$ cat src/logic/strap_latch_consts.svh
`ifndef STRAP_LATCH_CONSTS_SVH
`define STRAP_LATCH_CONSTS_SVH

`define CLK_FREQ_HZ        25_000_000
`define BLINK_HALF_MS      50
`define BLINK_HALF_CYCLES  ((`CLK_FREQ_HZ / 1000) * `BLINK_HALF_MS)
`define BLINK_CNT_W        21
`define POR_HOLD_CYCLES    16
`define POR_CNT_W          5
`define ECAT_RST_CYCLES    16
`define PORT_MODE_W        2
`define MODE_HI_BIT        1
`define EVENT_ROUTE_W      2
`define EVENT_ROUTE_OFF    2'h0
`define EVENT_ROUTE_DEDIC  2'h1
`define EVENT_ROUTE_ERRPIN 2'h2
`define EVENT_ROUTE_GPIO   2'h3

`endif

$ cat src/logic/strap_latch_pkg.sv
package strap_latch_pkg;
  typedef enum logic [1:0] {
    PORTS2_INTERNAL,
    PORTS3_DOWNSTREAM,
    PORTS3_UPSTREAM
  } port_mode_t;

  typedef enum logic {
    LATCH_IDLE,
    LATCH_HELD
  } latch_state_t;
endpackage

$ cat src/logic/indicator_driver.sv
`include "strap_latch_consts.svh"

module indicator_driver
  import strap_latch_pkg::*;
(
  input  wire logic clk,
  input  wire logic rst,
  input  wire logic link,
  input  wire logic activity,
  input  wire logic polarityLow,
  output logic      pinOut,
  output logic      pinOe
);

  logic [`BLINK_CNT_W-1:0] blinkCnt;
  logic [`BLINK_CNT_W-1:0] next_blinkCnt;
  logic                    blinkPhase;
  logic                    next_blinkPhase;
  logic                    busy;
  logic                    next_busy;
  logic                    lit;
  logic                    next_pinOut;
  logic                    next_pinOe;

  always_comb begin
    next_blinkCnt   = blinkCnt;
    next_blinkPhase = blinkPhase;
    next_busy       = busy;
    if (!link) begin
      next_blinkCnt   = '0;
      next_blinkPhase = 1'b0;
      next_busy       = 1'b0;
    end else if (activity) begin
      // restart the half-period count on each activity; phase kept while busy
      next_blinkCnt   = '0;
      next_busy       = 1'b1;
      if (!busy) begin
        next_blinkPhase = 1'b1;
      end
    end else if (busy) begin
      if (blinkCnt == `BLINK_CNT_W'(`BLINK_HALF_CYCLES - 1)) begin
        next_blinkCnt   = '0;
        next_blinkPhase = ~blinkPhase;
        if (blinkPhase) begin
          next_busy = 1'b0;
        end
      end else begin
        next_blinkCnt = blinkCnt + 1'b1;
      end
    end
    // off no link, on idle link, toggling with traffic
    lit = link && !(busy && blinkPhase);
    // strap 0: active high open-source, 1: active low open-drain
    next_pinOut = polarityLow ? 1'b0 : 1'b1;
    next_pinOe  = ~lit;
  end

  always_ff @(posedge clk) begin
    if (rst) begin
      blinkCnt   <= '0;
      blinkPhase <= 1'b0;
      busy       <= 1'b0;
      pinOut     <= 1'b0;
      pinOe      <= 1'b1;
    end else begin
      blinkCnt   <= next_blinkCnt;
      blinkPhase <= next_blinkPhase;
      busy       <= next_busy;
      pinOut     <= next_pinOut;
      pinOe      <= next_pinOe;
    end
  end

endmodule

$ cat src/logic/strap_latch_led_reset_ctrl.sv
`include "strap_latch_consts.svh"

module strap_latch_led_reset_ctrl
  import strap_latch_pkg::*;
(
  input  wire logic                      clk,
  input  wire logic                      rst,
  input  wire logic                      powerOnReset,
  input  wire logic                      fieldbusResetReq,
  input  wire logic                      resetPinIn,
  output logic                           resetPinOut,
  output logic                           resetPinOe,
  input  wire logic                      portModeStrapLow,
  input  wire logic                      portModeStrapHigh,
  input  wire logic                      externalMediaTxDataBit0,
  input  wire logic                      clockInputModeStrap,
  output logic [`PORT_MODE_W-1:0]        portMode,
  output logic                           phyAAutoNegotiationDisable,
  output logic                           phyAAutomaticCrossoverDisable,
  output logic                           phyAFixed100Full,
  output logic                           clockSchmittMode,
  output logic                           strapsValid,
  input  wire logic                      port0Link,
  input  wire logic                      port0Activity,
  output logic                           port0LinkActivityIndicatorOut,
  output logic                           port0LinkActivityIndicatorOe,
  input  wire logic [3:0]                irqSources,
  input  wire logic [3:0]                irqSourceEnable,
  input  wire logic                      irqActiveHigh,
  input  wire logic                      irqPushPull,
  output logic                           irqOut,
  output logic                           irqOe,
  input  wire logic                      wakeupEvent,
  input  wire logic                      wakeupEnable,
  input  wire logic                      wakeupActiveHigh,
  input  wire logic                      wakeupPushPull,
  input  wire logic [`EVENT_ROUTE_W-1:0] wakeupRoute,
  input  wire logic                      configLoadError,
  input  wire logic                      errorIndicatorFunction,
  output logic                           wakeupEventOutput,
  output logic                           wakeupEventOutputOe,
  output logic                           errorIndicatorPin,
  output logic                           errorIndicatorPinOe,
  output logic                           gpioWakeupOut,
  output logic                           gpioWakeupOe
);

  function automatic port_mode_t decodeMode(input logic hi, input logic lo);
    if (!hi) begin
      decodeMode = PORTS2_INTERNAL;
    end else if (!lo) begin
      decodeMode = PORTS3_DOWNSTREAM;
    end else begin
      decodeMode = PORTS3_UPSTREAM;
    end
  endfunction

  // drive helper: active level in value, open-drain or push-pull
  function automatic logic [1:0] padDrive(input logic asserted, input logic activeHigh,
                                          input logic pushPull);
    logic level;
    level = asserted ? activeHigh : ~activeHigh;
    padDrive = {level, pushPull ? 1'b0 : level};
  endfunction

  latch_state_t            state;
  latch_state_t            next_state;
  logic                    pinPrev;
  logic [`POR_CNT_W-1:0]   holdCnt;
  logic [`POR_CNT_W-1:0]   next_holdCnt;
  logic                    latchNow;
  logic                    pinRelease;
  logic                    modeHi;
  logic                    modeLo;
  logic                    polStrap;
  logic                    fixedStrap;
  logic                    schmitt;
  logic                    next_modeHi;
  logic                    next_modeLo;
  logic                    next_polStrap;
  logic                    next_fixedStrap;
  logic                    next_schmitt;
  logic [1:0]              next_portMode;
  logic                    next_fixed;
  logic                    next_valid;
  logic                    next_rstOut;
  logic                    next_rstOe;
  logic [1:0]              irqDrv;
  logic [1:0]              wakeDrv;
  logic [1:0]              errDrv;
  logic                    wakeActive;
  logic                    errForced;
  port_mode_t              mode;

  assign pinRelease = resetPinIn && !pinPrev;

  always_comb begin
    next_state   = state;
    next_holdCnt = holdCnt;
    next_rstOe   = 1'b1;
    next_rstOut  = 1'b0;
    latchNow     = 1'b0;
    unique case (state)
      LATCH_IDLE: begin
        next_rstOe = 1'b0;
        if (holdCnt == `POR_CNT_W'(`POR_HOLD_CYCLES - 1)) begin
          next_state = LATCH_HELD;
          latchNow   = 1'b1;
        end else begin
          next_holdCnt = holdCnt + 1'b1;
        end
      end
      LATCH_HELD: begin
        if (powerOnReset || fieldbusResetReq) begin
          next_state   = LATCH_IDLE;
          next_holdCnt = '0;
          next_rstOe   = 1'b0;
        end else if (pinRelease) begin
          latchNow = 1'b1;
        end
      end
    endcase
    // straps frozen outside a latch event
    next_modeHi     = latchNow ? portModeStrapHigh : modeHi;
    next_modeLo     = latchNow ? portModeStrapLow : modeLo;
    mode            = decodeMode(next_modeHi, next_modeLo);
    next_polStrap   = latchNow ? portModeStrapLow : polStrap;
    // three port modes move the fixed-speed strap to the tx data pin
    next_fixedStrap = latchNow ? ((mode == PORTS2_INTERNAL) ? portModeStrapLow
                                                            : externalMediaTxDataBit0)
                               : fixedStrap;
    next_schmitt    = latchNow ? clockInputModeStrap : schmitt;
    next_portMode   = {next_modeHi, next_modeHi & next_modeLo};
    next_fixed      = next_fixedStrap;
    next_valid      = (next_state == LATCH_HELD) && resetPinIn;
  end

  always_ff @(posedge clk) begin
    if (rst) begin
      state      <= LATCH_IDLE;
      holdCnt    <= '0;
      pinPrev    <= 1'b1;
      modeHi     <= 1'b0;
      modeLo     <= 1'b0;
      polStrap   <= 1'b0;
      fixedStrap <= 1'b0;
      schmitt    <= 1'b0;
      portMode   <= '0;
      phyAAutoNegotiationDisable    <= 1'b0;
      phyAAutomaticCrossoverDisable <= 1'b0;
      phyAFixed100Full              <= 1'b0;
      clockSchmittMode <= 1'b0;
      strapsValid      <= 1'b0;
      resetPinOut      <= 1'b0;
      resetPinOe       <= 1'b0;
    end else begin
      state      <= next_state;
      holdCnt    <= next_holdCnt;
      pinPrev    <= resetPinIn;
      modeHi     <= next_modeHi;
      modeLo     <= next_modeLo;
      polStrap   <= next_polStrap;
      fixedStrap <= next_fixedStrap;
      schmitt    <= next_schmitt;
      portMode   <= next_portMode;
      phyAAutoNegotiationDisable    <= next_fixed;
      phyAAutomaticCrossoverDisable <= next_fixed;
      phyAFixed100Full              <= next_fixed;
      clockSchmittMode <= next_schmitt;
      strapsValid      <= next_valid;
      resetPinOut      <= next_rstOut;
      resetPinOe       <= next_rstOe;
    end
  end

  indicator_driver u_indicator (
    .clk         (clk),
    .rst         (rst),
    .link        (port0Link && strapsValid),
    .activity    (port0Activity),
    .polarityLow (polStrap),
    .pinOut      (port0LinkActivityIndicatorOut),
    .pinOe       (port0LinkActivityIndicatorOe)
  );

  always_comb begin
    irqDrv     = padDrive(|(irqSources & irqSourceEnable), irqActiveHigh, irqPushPull);
    wakeActive = wakeupEnable && wakeupEvent;
    wakeDrv    = padDrive(wakeActive, wakeupActiveHigh, wakeupPushPull);
    errForced  = (wakeupRoute == `EVENT_ROUTE_ERRPIN) && configLoadError;
    errDrv     = padDrive(errorIndicatorFunction || errForced, 1'b1, 1'b1);
  end

  always_ff @(posedge clk) begin
    if (rst) begin
      irqOut              <= 1'b0;
      irqOe               <= 1'b1;
      wakeupEventOutput   <= 1'b0;
      wakeupEventOutputOe <= 1'b1;
      errorIndicatorPin   <= 1'b0;
      errorIndicatorPinOe <= 1'b0;
      gpioWakeupOut       <= 1'b0;
      gpioWakeupOe        <= 1'b1;
    end else begin
      irqOut <= irqDrv[1];
      irqOe  <= irqDrv[0];
      wakeupEventOutput   <= wakeDrv[1];
      wakeupEventOutputOe <= (wakeupRoute == `EVENT_ROUTE_DEDIC) ? wakeDrv[0] : 1'b1;
      gpioWakeupOut       <= wakeDrv[1];
      gpioWakeupOe        <= (wakeupRoute == `EVENT_ROUTE_GPIO) ? wakeDrv[0] : 1'b1;
      if (wakeupRoute == `EVENT_ROUTE_ERRPIN) begin
        // shared pin: wakeup merged with forced error function
        errorIndicatorPin   <= wakeDrv[1] | errDrv[1];
        errorIndicatorPinOe <= 1'b0;
      end else begin
        errorIndicatorPin   <= errDrv[1];
        errorIndicatorPinOe <= 1'b0;
      end
    end
  end

endmodule

$ cat config.mk
export PLATFORM = sky130hd
export DESIGN_NAME = strap_latch_led_reset_ctrl
export DESIGN_NICKNAME = d
export VERILOG_FILES = /design/src/logic/strap_latch_pkg.sv /design/src/logic/indicator_driver.sv /design/src/logic/strap_latch_led_reset_ctrl.sv
export VERILOG_INCLUDE_DIRS = /design/src /design/src/logic
export SDC_FILE = /design/constraint.sdc
export NUM_CORES = 1
export LEC_CHECK = 0
export BUFFER_PORTS_ARGS = -buffer_cell sky130_fd_sc_hd__buf_2
export CORE_MARGIN = 5
export CORE_UTILIZATION = 45
export DETAILED_ROUTE_END_ITERATION = 12
export HOLD_SLACK_MARGIN = 0.06
export PLACE_DENSITY_LB_ADDON = 0.08
export SYNTH_ARGS = -nofsm -noshare
export SYNTH_HDL_FRONTEND = slang
export SYNTH_SLANG_ARGS = --single-unit
$ cat constraint.sdc
create_clock -name clk -period 4.05 [get_ports clk]
set_input_delay 0.6075 -clock clk [delete_from_list [all_inputs] [get_ports clk]]
set_output_delay 0.6075 -clock clk [all_outputs]
set_load 0.02 [all_outputs]
==> results.json, run 1 <==
{
  "clk_latency_ns": 0.31,
  "yosys_warnings": 0,
  "firstDrtPassIters": 4,
  "critPathKind": "reg2reg",
  "cts_htree_levels": 2,
  "arrival_ns": 2.45,
  "drive_above_1_share_pct": 23.0,
  "tightest_slew_ns": 0.698,
  "cts_buffer_depth": 2,
  "tns_ns": 0,
  "powerDensity_nw_per_um2": 340,
  "grt_pass1_wl_um": 6970,
  "avgRoutedWirePerCell_um": 12.7,
  "max_freq_ghz": 0.441,
  "num_antenna_cells": 0,
  "die_w_um": 77.4,
  "cts_setup_buffers": 0,
  "die_area_sq_um": 5980,
  "clkTransAtPathRegs_ns": 0.09,
  "via_per_inst": 5.10,
  "wl_um": 4100,
  "ios": 48,
  "num_vias": 1641,
  "fin_crit_ns": 2.27,
  "start_util_pct": 46.6,
  "port_buffers": 45,
  "synth.distinct_cells": 50,
  "synth-seq-cells": 46,
  "setup_violations": 0,
  "critPathLaunchType": "register",
  "end_kind": "register",
  "max-vdd-ir-drop_mv": 0.197,
  "worst_clock_skew_ns": 0.00655,
  "ys_seq_area_share_pct": 45.1,
  "rsz0062_at_grt": "false",
  "drc_errors": 0,
  "dpl.cell_count": 314,
  "cts_tree": "built",
  "reg2reg_from": "holdCnt[0]",
  "grt_overflow": 0,
  "worst-r2r-cell-count": 7,
  "final_cell_mix": "46 x dfxtp_1, 45 x buf_2, 32 x nor2_1",
  "num_rows": 24,
  "regToRegSetupSlack_ns": 1.78,
  "p_leak_nw": 0.936,
  "cts_resized": 0,
  "regMostFlops": "u_indicator.blinkCnt",
  "layoutNonFillerInstCount": 322,
  "drt_first_iter_violations": 50,
  "syn_area_sq_um": 2040,
  "holdCritPathClass": "reg2reg",
  "numCtsBuffers": 5,
  "fin_crit_sh_pct": 56.0,
  "final_util_pct": 53.7,
  "drtAntennaViolNets": 0,
  "dpl.hpwl_um": 3040,
  "crit_start": "holdCnt[0]",
  "hold_slack_ns": 0.431,
  "grt_max_degree": 23,
  "synth_edf_count": 0,
  "r2r_end": "portMode[0]",
  "worstPathRequired_ns": 4.24,
  "fp.dieH_um": 77.4,
  "syn_area_per_cell_sq_um": 9.00,
  "clockRootBuffer": "clkbuf_8",
  "synthFlopType": "dfxtp_1",
  "final_hold_viol_count": 0,
  "cts_sinks": 46,
  "status": "finished, final reports clean",
  "postCtsHoldBufs": 0,
  "crit_path_end": "portMode[0]",
  "max_cap_violations": 0,
  "largest_reg_flops": 21,
  "syn_inst": 227,
  "max-slew-margin-rel_pct": 52.8,
  "final_max_slew_viol_count": 0,
  "cp_max_fo": 5,
  "layout_commonest_cell": "dfxtp_1",
  "fp.coreArea_sq_um": 4380,
  "track_usage_pct": 14.0,
  "gp_congestion": 0.786,
  "antenna_found_initial": 0,
  "area_delta_synth_final_pct": 15.4,
  "first_global_vias": 1586,
  "fin_nets": 301,
  "top_regs": "u_indicator.blinkCnt x21, holdCnt x5, portMode x2",
  "async_flop_share_pct": 0
}
[kinds of logic after synthesis]
group / count (synthesis) / synth area share (%)
AOI/OAI and AO/OA: 33 / 10.7
xor gates and xnor gates: 17 / 7.29
adders and majority gates: 3 / 1.84
buffers and inverters: 22 / 5.82
DFF: 46 / 45.1
muxes: 6 / 3.00
other: 1 / 0.184
and+or+nand+nor: 99 / 26.0
[worst min path at each step]
stage | startpoint | to | slack (ns) | cells past startpoint
after detailed placement | polStrap | u_indicator.pinOut | 0.42 | 1
after floorplan | polStrap | u_indicator.pinOut | 0.39 | 1
final | polStrap | u_indicator.pinOut | 0.43 | 1
after global routing | polStrap | u_indicator.pinOut | 0.47 | 1
after global placement | polStrap | u_indicator.pinOut | 0.40 | 1
after CTS | polStrap | u_indicator.pinOut | 0.44 | 1
[final cells by class]
type,count,area (sq um)
clock buffer,5,68.8
clock inverter,3,25.0
fill,420,2030
inverter,10,37.5
multi-input combinational,160,1010
sequential,46,921
tap,52,65.1
timing repair buffer,46,233
[synthesized netlist by cell type (2+ instances only)]
| cell type | number | area [sq um] |
|---|---|---|
| dfxtp_1 | 46 | 921 |
| nor2_1 | 32 | 120 |
| nand2_1 | 13 | 48.8 |
| xnor2_1 | 13 | 114 |
| a21oi_1 | 11 | 55.1 |
| inv_1 | 10 | 37.5 |
| nor3_1 | 8 | 40.0 |
| buf_4 | 7 | 52.6 |
| nand4_1 | 7 | 43.8 |
| o21ai_0 | 7 | 35.0 |
| nand3_1 | 6 | 30.0 |
| mux2i_1 | 5 | 50.1 |
| nor2b_1 | 5 | 31.3 |
| nor4_1 | 5 | 31.3 |
| xor2_1 | 4 | 35.0 |
| and3_1 | 3 | 18.8 |
| ha_1 | 3 | 37.5 |
| nand3b_1 | 3 | 22.5 |
| or3_1 | 3 | 18.8 |
| and2_1 | 2 | 12.5 |
| buf_2 | 2 | 10.0 |
| nor4bb_1 | 2 | 20.0 |
| o31a_1 | 2 | 17.5 |
| or4b_2 | 2 | 20.0 |
[per-stage QoR]
| stage | power (mW) | area [sq um] | setup slack (ns) |
|---|---|---|---|
| finish | 0.800 | 2360 | 1.78 |
| CTS | 0.816 | 2360 | 1.81 |
| floorplan | 0.502 | 2050 | 2.04 |
| global route | 0.840 | 2360 | 1.66 |
| global placement | 0.522 | 2260 | 1.88 |
| detailed placement | 0.523 | 2260 | 1.81 |
[worst max-delay path: stages, from the launching register on]
cell and delay, ns:
dfxtp_1 0.34, ha_1 0.23, and3_1 0.19, ha_1 0.23, nor2b_1 0.18, a41oi_1 0.57, mux2i_1 0.32, nor3_1 0.09
[routing by layer]
metal  vias to the layer above  wire, um  GRT usage, %
met5                         -         0             0
met4                         0        70          6.19
met3                         6       162          3.82
met2                        22      1930          22.5
met1                       747      1940          17.7
li1                        866         -             -
[where the power goes]
part	switching, mW	internal [mW]
combinational	0.0262	0.0228
clock	0.164	0.125
sequential	0.00328	0.460
total	0.194	0.607
No activity file was read; power rests on OpenSTA's default activity.
==> run 2, diff against run 1 <==
ABC_AREA = 1   (was not set)
clock period = 2 ns   (was 4.05 ns; I/O delays follow)
==> results.json, run 2 <==
{
  "status": "finished, final reports clean",
  "cts_htree_levels": 2,
  "syn_inst": 300,
  "firstDrtPassIters": 4,
  "drt_first_iter_violations": 105,
  "rsz0062_at_grt": "false",
  "cts_buffer_depth": 2,
  "fin_crit_ns": 1.72,
  "synth_edf_count": 0,
  "switchingPower_mw": 0.370,
  "critPathLaunchType": "register",
  "synth_top_cells_by_count": "54 x nand2_1, 53 x nor2_1, 46 x dfxtp_1",
  "yosys_warnings": 0,
  "largest_reg_flops": 21,
  "ys_seq_area_share_pct": 41.5,
  "port_buffers": 45,
  "critPathKind": "reg2reg",
  "track_usage_pct": 14.0,
  "crit_buf_inv": 0,
  "wl_um": 4160,
  "num_vias": 1886,
  "antenna_found_initial": 0,
  "powerDensity_nw_per_um2": 623,
  "ys_top_cells_by_area": "dfxtp_1 41%, nand2_1 9.1%, nor2_1 9.0%",
  "num_rows": 25,
  "die_area_sq_um": 6440,
  "postCtsHoldBufs": 0,
  "via_per_inst": 4.59,
  "yosys.area_share.simple_pct": 36.1,
  "area_delta_synth_final_pct": 15.0,
  "cts_sinks": 46,
  "ios": 48,
  "layout_commonest_cell": "nand2_1",
  "final_hold_viol_count": 0,
  "numCtsBuffers": 5,
  "final_max_slew_viol_count": 0,
  "p_sw_share_pct": 23.3,
  "regToRegSetupSlack_ns": 0.28,
  "max_stage_delay_ns": 0.38,
  "cts_resized": 0,
  "setup_violations": 0,
  "cts_tree": "built",
  "synth_xor_area_share_pct": 3.95,
  "synthFlopType": "dfxtp_1",
  "crit_chain": "ha_1 -> nand2_1 -> nor2_1 -> ha_1 -> nand2_1 -> nand2_1 -> nand2_1 -> nor2_1 -> a21oi_1 -> nor3_1",
  "top_regs": "u_indicator.blinkCnt x21, holdCnt x5, portMode x2",
  "synth_compound_area_share_pct": 6.60,
  "final_cell_mix": "54 x nand2_1, 53 x nor2_1, 46 x dfxtp_1",
  "fp.coreArea_sq_um": 4750,
  "clk_latency_ns": 0.29,
  "crit_slowest_cell": "dfxtp_1",
  "fin_crit_sh_pct": 86.1,
  "comb_power_share_pct": 6.1,
  "fin_nets": 375,
  "path_common_cell": "nand2_1",
  "drive_above_1_share_pct": 24.4,
  "start_util_pct": 46.7,
  "grt_pass1_wl_um": 7230,
  "dpl.hpwl_um": 3270,
  "grt_max_degree": 17,
  "max-vdd-ir-drop_mv": 0.453,
  "worst_clock_skew_ns": 0.00438,
  "clkTransAtPathRegs_ns": 0.09,
  "final_util_pct": 53.7,
  "yosysTopAreaCell": "dfxtp_1",
  "end_kind": "register",
  "num_antenna_cells": 0,
  "die_w_um": 80.2,
  "p_leak_nw": 1.05,
  "final_area_sq_um": 2550,
  "syn_area_sq_um": 2220,
  "synth.most_common_cell": "nand2_1",
  "first_global_vias": 1792,
  "max_freq_ghz": 0.581,
  "syn_area_per_cell_sq_um": 7.40,
  "yosysTopAreaCellShare_pct": 41.5,
  "clkPwrFrac_pct": 35.0,
  "grt_overflow": 0,
  "p_int_mw": 1.22,
  "holdCritPathClass": "in2reg",
  "cp_max_fo": 7,
  "place_area_sq_um": 2470,
  "async_flop_share_pct": 0,
  "tns_ns": 0,
  "pwr-share-seq_pct": 58.9,
  "regMostFlops": "u_indicator.blinkCnt",
  "worstPathRequired_ns": 2.22,
  "avgRoutedWirePerCell_um": 10.1,
  "synth.distinct_cells": 36,
  "synthAdderAreaFrac_pct": 1.69,
  "clockRootBuffer": "clkbuf_8",
  "synth_top_family_by_area": "simple AND/OR/NAND/NOR gates",
  "cts_setup_buffers": 0,
  "drc_errors": 0,
  "fp.dieH_um": 80.2,
  "synth-seq-cells": 46,
  "drtAntennaViolNets": 0,
  "critical_path.top_delay_family": "simple AND/OR/NAND/NOR gates",
  "synthMuxAreaShare_pct": 0,
  "gp_congestion": 0.793,
  "max_cap_violations": 0,
  "arrival_ns": 1.95
}
[run 2: cell count changes after synthesis, sizes merged, moves of 4 or more]
cell,change
inv,+29
mux2i,-5
nand2,+49
nand3,+12
nor2,+31
nor2b,-5
nor4,-5
or2,+4
xnor2,-11
xor2,+4
[run 2: final timing paths]
kind / end / cells after the start / start
setup / recovery: portMode[0] / 10 / holdCnt[0]
hold reg to reg: u_indicator.pinOut / 1 / polStrap
setup reg to reg: portMode[0] / 10 / holdCnt[0]
hold / removal: irqOe / 2 / irqPushPull
[run 2: layer usage]
metal | track usage, % | share of wire, %
met5 | 0 | 0
met4 | 5.07 | 1.3
met3 | 3.59 | 3.8
met2 | 24.2 | 48
met1 | 16.7 | 47
[run 2: layout make-up]
type | instances | area [sq um]
clock inverters | 2 | 13.8
well taps | 67 | 83.8
repair buffers | 46 | 233
clock buffers | 6 | 72.6
flip-flops and latches | 46 | 921
fillers | 470 | 2200
inverters | 39 | 149
multi-input cells | 205 | 1080
[run 2: kinds of logic (layout without fill, tap and decap cells)]
logic type,after synthesis,after routing
other,1,2
buffers and inverters,50,93
adder cells (fa/ha/maj),3,3
flip-flops,46,46
XOR/XNOR,10,10
AND/OR/NAND/NOR,165,165
AO/OA/AOI/OAI,25,25
[run 2: worst register-to-register path: stages (launching register included)]
cell and delay (ns):
dfxtp_1 0.38, ha_1 0.17, nand2_1 0.06, nor2_1 0.09
ha_1 0.16, nand2_1 0.06, nand2_1 0.16, nand2_1 0.19
nor2_1 0.16, a21oi_1 0.08, nor3_1 0.13
[run 2: stage by stage]
| step | instances | power, mW | hold WS [ns] | setup WS, ns |
|---|---|---|---|---|
| after floorplan | 301 | 1.02 | 0.391 | 0.459 |
| after global placement | 403 | 1.05 | 0.413 | 0.376 |
| after detailed placement | 403 | 1.06 | 0.401 | 0.317 |
| after CTS | 411 | 1.62 | 0.171 | 0.274 |
| after global routing | 411 | 1.67 | 0.173 | 0.0994 |
| final | 411 | 1.59 | 0.186 | 0.279 |
[run 2: power groups by stage]
stage / Sequential, mW / Combinational [mW] / Clock, mW
2_1_floorplan: 0.969 / 0.0466 / 0
3_3_place_gp: 0.958 / 0.0969 / 0
3_5_place_dp: 0.958 / 0.0977 / 0
4_1_cts: 0.937 / 0.0977 / 0.582
5_1_grt: 0.939 / 0.108 / 0.618
6_report: 0.937 / 0.0963 / 0.557
==> run 3, diff against run 2 <==
CORE_ASPECT_RATIO = 0.5   (was not set)
CORE_UTILIZATION = 41   (was 45)
==> results.json, run 3 (synthesized netlist as in run 2, its figures left out) <==
{
  "status": "finished, final reports clean",
  "layoutNonFillerInstCount": 414,
  "clockRootBuffer": "clkbuf_8",
  "hold_slack_ns": 0.186,
  "postCtsHoldBufs": 0,
  "wl_um": 4440,
  "rsz0062_at_grt": "false",
  "final_area_sq_um": 2560,
  "track_usage_pct": 13.9,
  "seq_area_sq_um": 921,
  "top_regs": "u_indicator.blinkCnt x21, holdCnt x5, portMode x2",
  "area_delta_synth_final_pct": 15.2,
  "drt_first_iter_violations": 56,
  "num_antenna_cells": 0,
  "fin_nets": 375,
  "regMostFlops": "u_indicator.blinkCnt",
  "layout_setup_ws_ns": 0.266,
  "multi_input_area_sq_um": 1080,
  "dpl.hpwl_um": 3490,
  "comb_power_share_pct": 6.1,
  "max_freq_ghz": 0.577,
  "gp_congestion": 0.803,
  "num_rows": 18,
  "fin_crit_ns": 1.73,
  "via_per_inst": 4.64,
  "cts_setup_buffers": 0,
  "tns_ns": 0,
  "start_util_pct": 43.6,
  "p_sw_share_pct": 23.9,
  "grt_overflow": 0,
  "cp_max_fo": 7,
  "max-vdd-ir-drop_mv": 0.293,
  "place_ws_ns": 0.292,
  "clk_latency_ns": 0.30,
  "grt_max_degree": 17,
  "pwr-share-seq_pct": 58.4,
  "powerDensity_nw_per_um2": 627,
  "fp.coreArea_sq_um": 5090,
  "holdCritPathClass": "in2reg",
  "switchingPower_mw": 0.383,
  "drc_errors": 0,
  "num_vias": 1919,
  "ios": 48,
  "firstDrtPassIters": 4,
  "end_kind": "register",
  "place_area_sq_um": 2470,
  "grt_pass1_wl_um": 7710,
  "drtAntennaViolNets": 0,
  "cts_sinks": 46,
  "final_cell_mix": "54 x nand2_1, 53 x nor2_1, 46 x dfxtp_1",
  "cts_resized": 0,
  "antenna_found_initial": 0,
  "dpl.cell_count": 406,
  "fp.dieH_um": 62.0,
  "port_buffers": 45,
  "die_area_sq_um": 7070,
  "p_int_mw": 1.22,
  "final_hold_viol_count": 0,
  "cts_htree_levels": 2,
  "fin_crit_sh_pct": 86.7,
  "worst_clock_skew_ns": 0.00676,
  "cts_buffer_depth": 2,
  "n_fill_cell": 509,
  "critPathKind": "reg2reg",
  "worstPathRequired_ns": 2.23,
  "die_w_um": 114,
  "drive_above_1_share_pct": 24.7,
  "numCtsBuffers": 5,
  "p_leak_nw": 1.06,
  "largest_reg_flops": 21,
  "clkPwrFrac_pct": 35.5,
  "avgRoutedWirePerCell_um": 10.7,
  "arrival_ns": 1.96,
  "layout_commonest_cell": "nand2_1",
  "max_cap_violations": 0,
  "critPathLaunchType": "register",
  "final_max_slew_viol_count": 0,
  "cts_tree": "built",
  "clkTransAtPathRegs_ns": 0.09,
  "setup_violations": 0,
  "first_global_vias": 1798
}
[run 3: cell count changes in the layout (fill, tap and decap cells not counted), sizes merged]
cell	before	now
inv	39	40
clkbuf	6	5
[run 3: critical path, cell delays in order (launching register included)]
cell	delay [ns]
dfxtp_1	0.38
ha_1	0.17
nand2_1	0.07
nor2_1	0.09
ha_1	0.17
nand2_1	0.06
nand2_1	0.17
nand2_1	0.18
nor2_1	0.17
a21oi_1	0.07
nor3_1	0.14
[run 3: through the flow]
| step | power, mW | util (%) |
|---|---|---|
| finish | 1.60 | 50.2 |
| global route | 1.69 | 50.2 |
| CTS | 1.63 | 50.2 |
| detailed placement | 1.06 | 48.5 |
| global placement | 1.05 | 48.5 |
| floorplan | 1.02 | - |
[run 3: power groups by stage]
stage / Clock [mW] / Sequential, mW / Combinational, mW
3_5_place_dp: 0 / 0.958 / 0.0986
3_3_place_gp: 0 / 0.958 / 0.0966
2_1_floorplan: 0 / 0.969 / 0.0466
4_1_cts: 0.592 / 0.937 / 0.0990
6_report: 0.569 / 0.936 / 0.0977
5_1_grt: 0.638 / 0.939 / 0.111
[run 3: final timing paths]
path / end / cells after the start / slack [ns] / startpoint
max: portMode[0] / 10 / 0.27 / holdCnt[0]
min: irqOe / 2 / 0.19 / irqPushPull
max reg2reg: portMode[0] / 10 / 0.27 / holdCnt[0]
min reg2reg: u_indicator.pinOut / 1 / 0.43 / polStrap
[run 3: final cells by class]
cell class                      instances  area share, %
Clock buffer                            5           2.69
Clock inverter                          3          0.734
Inverter                               39           5.82
Multi-Input combinational cell        205           42.2
Sequential cell                        46           36.0
Tap cell                               70           3.42
Timing Repair Buffer                   46           9.10
[run 3: per-layer routing]
| layer | part of all wire (%) | wire (um) | vias up | GRT usage [%] |
|---|---|---|---|---|
| met5 | 0 | 0 | - | 0 |
| met4 | 1.4 | 61 | 0 | 5.75 |
| met3 | 5.6 | 248 | 8 | 3.87 |
| met2 | 44 | 1970 | 42 | 24.0 |
| met1 | 49 | 2160 | 849 | 17.0 |
| li1 | - | - | 1020 | - |
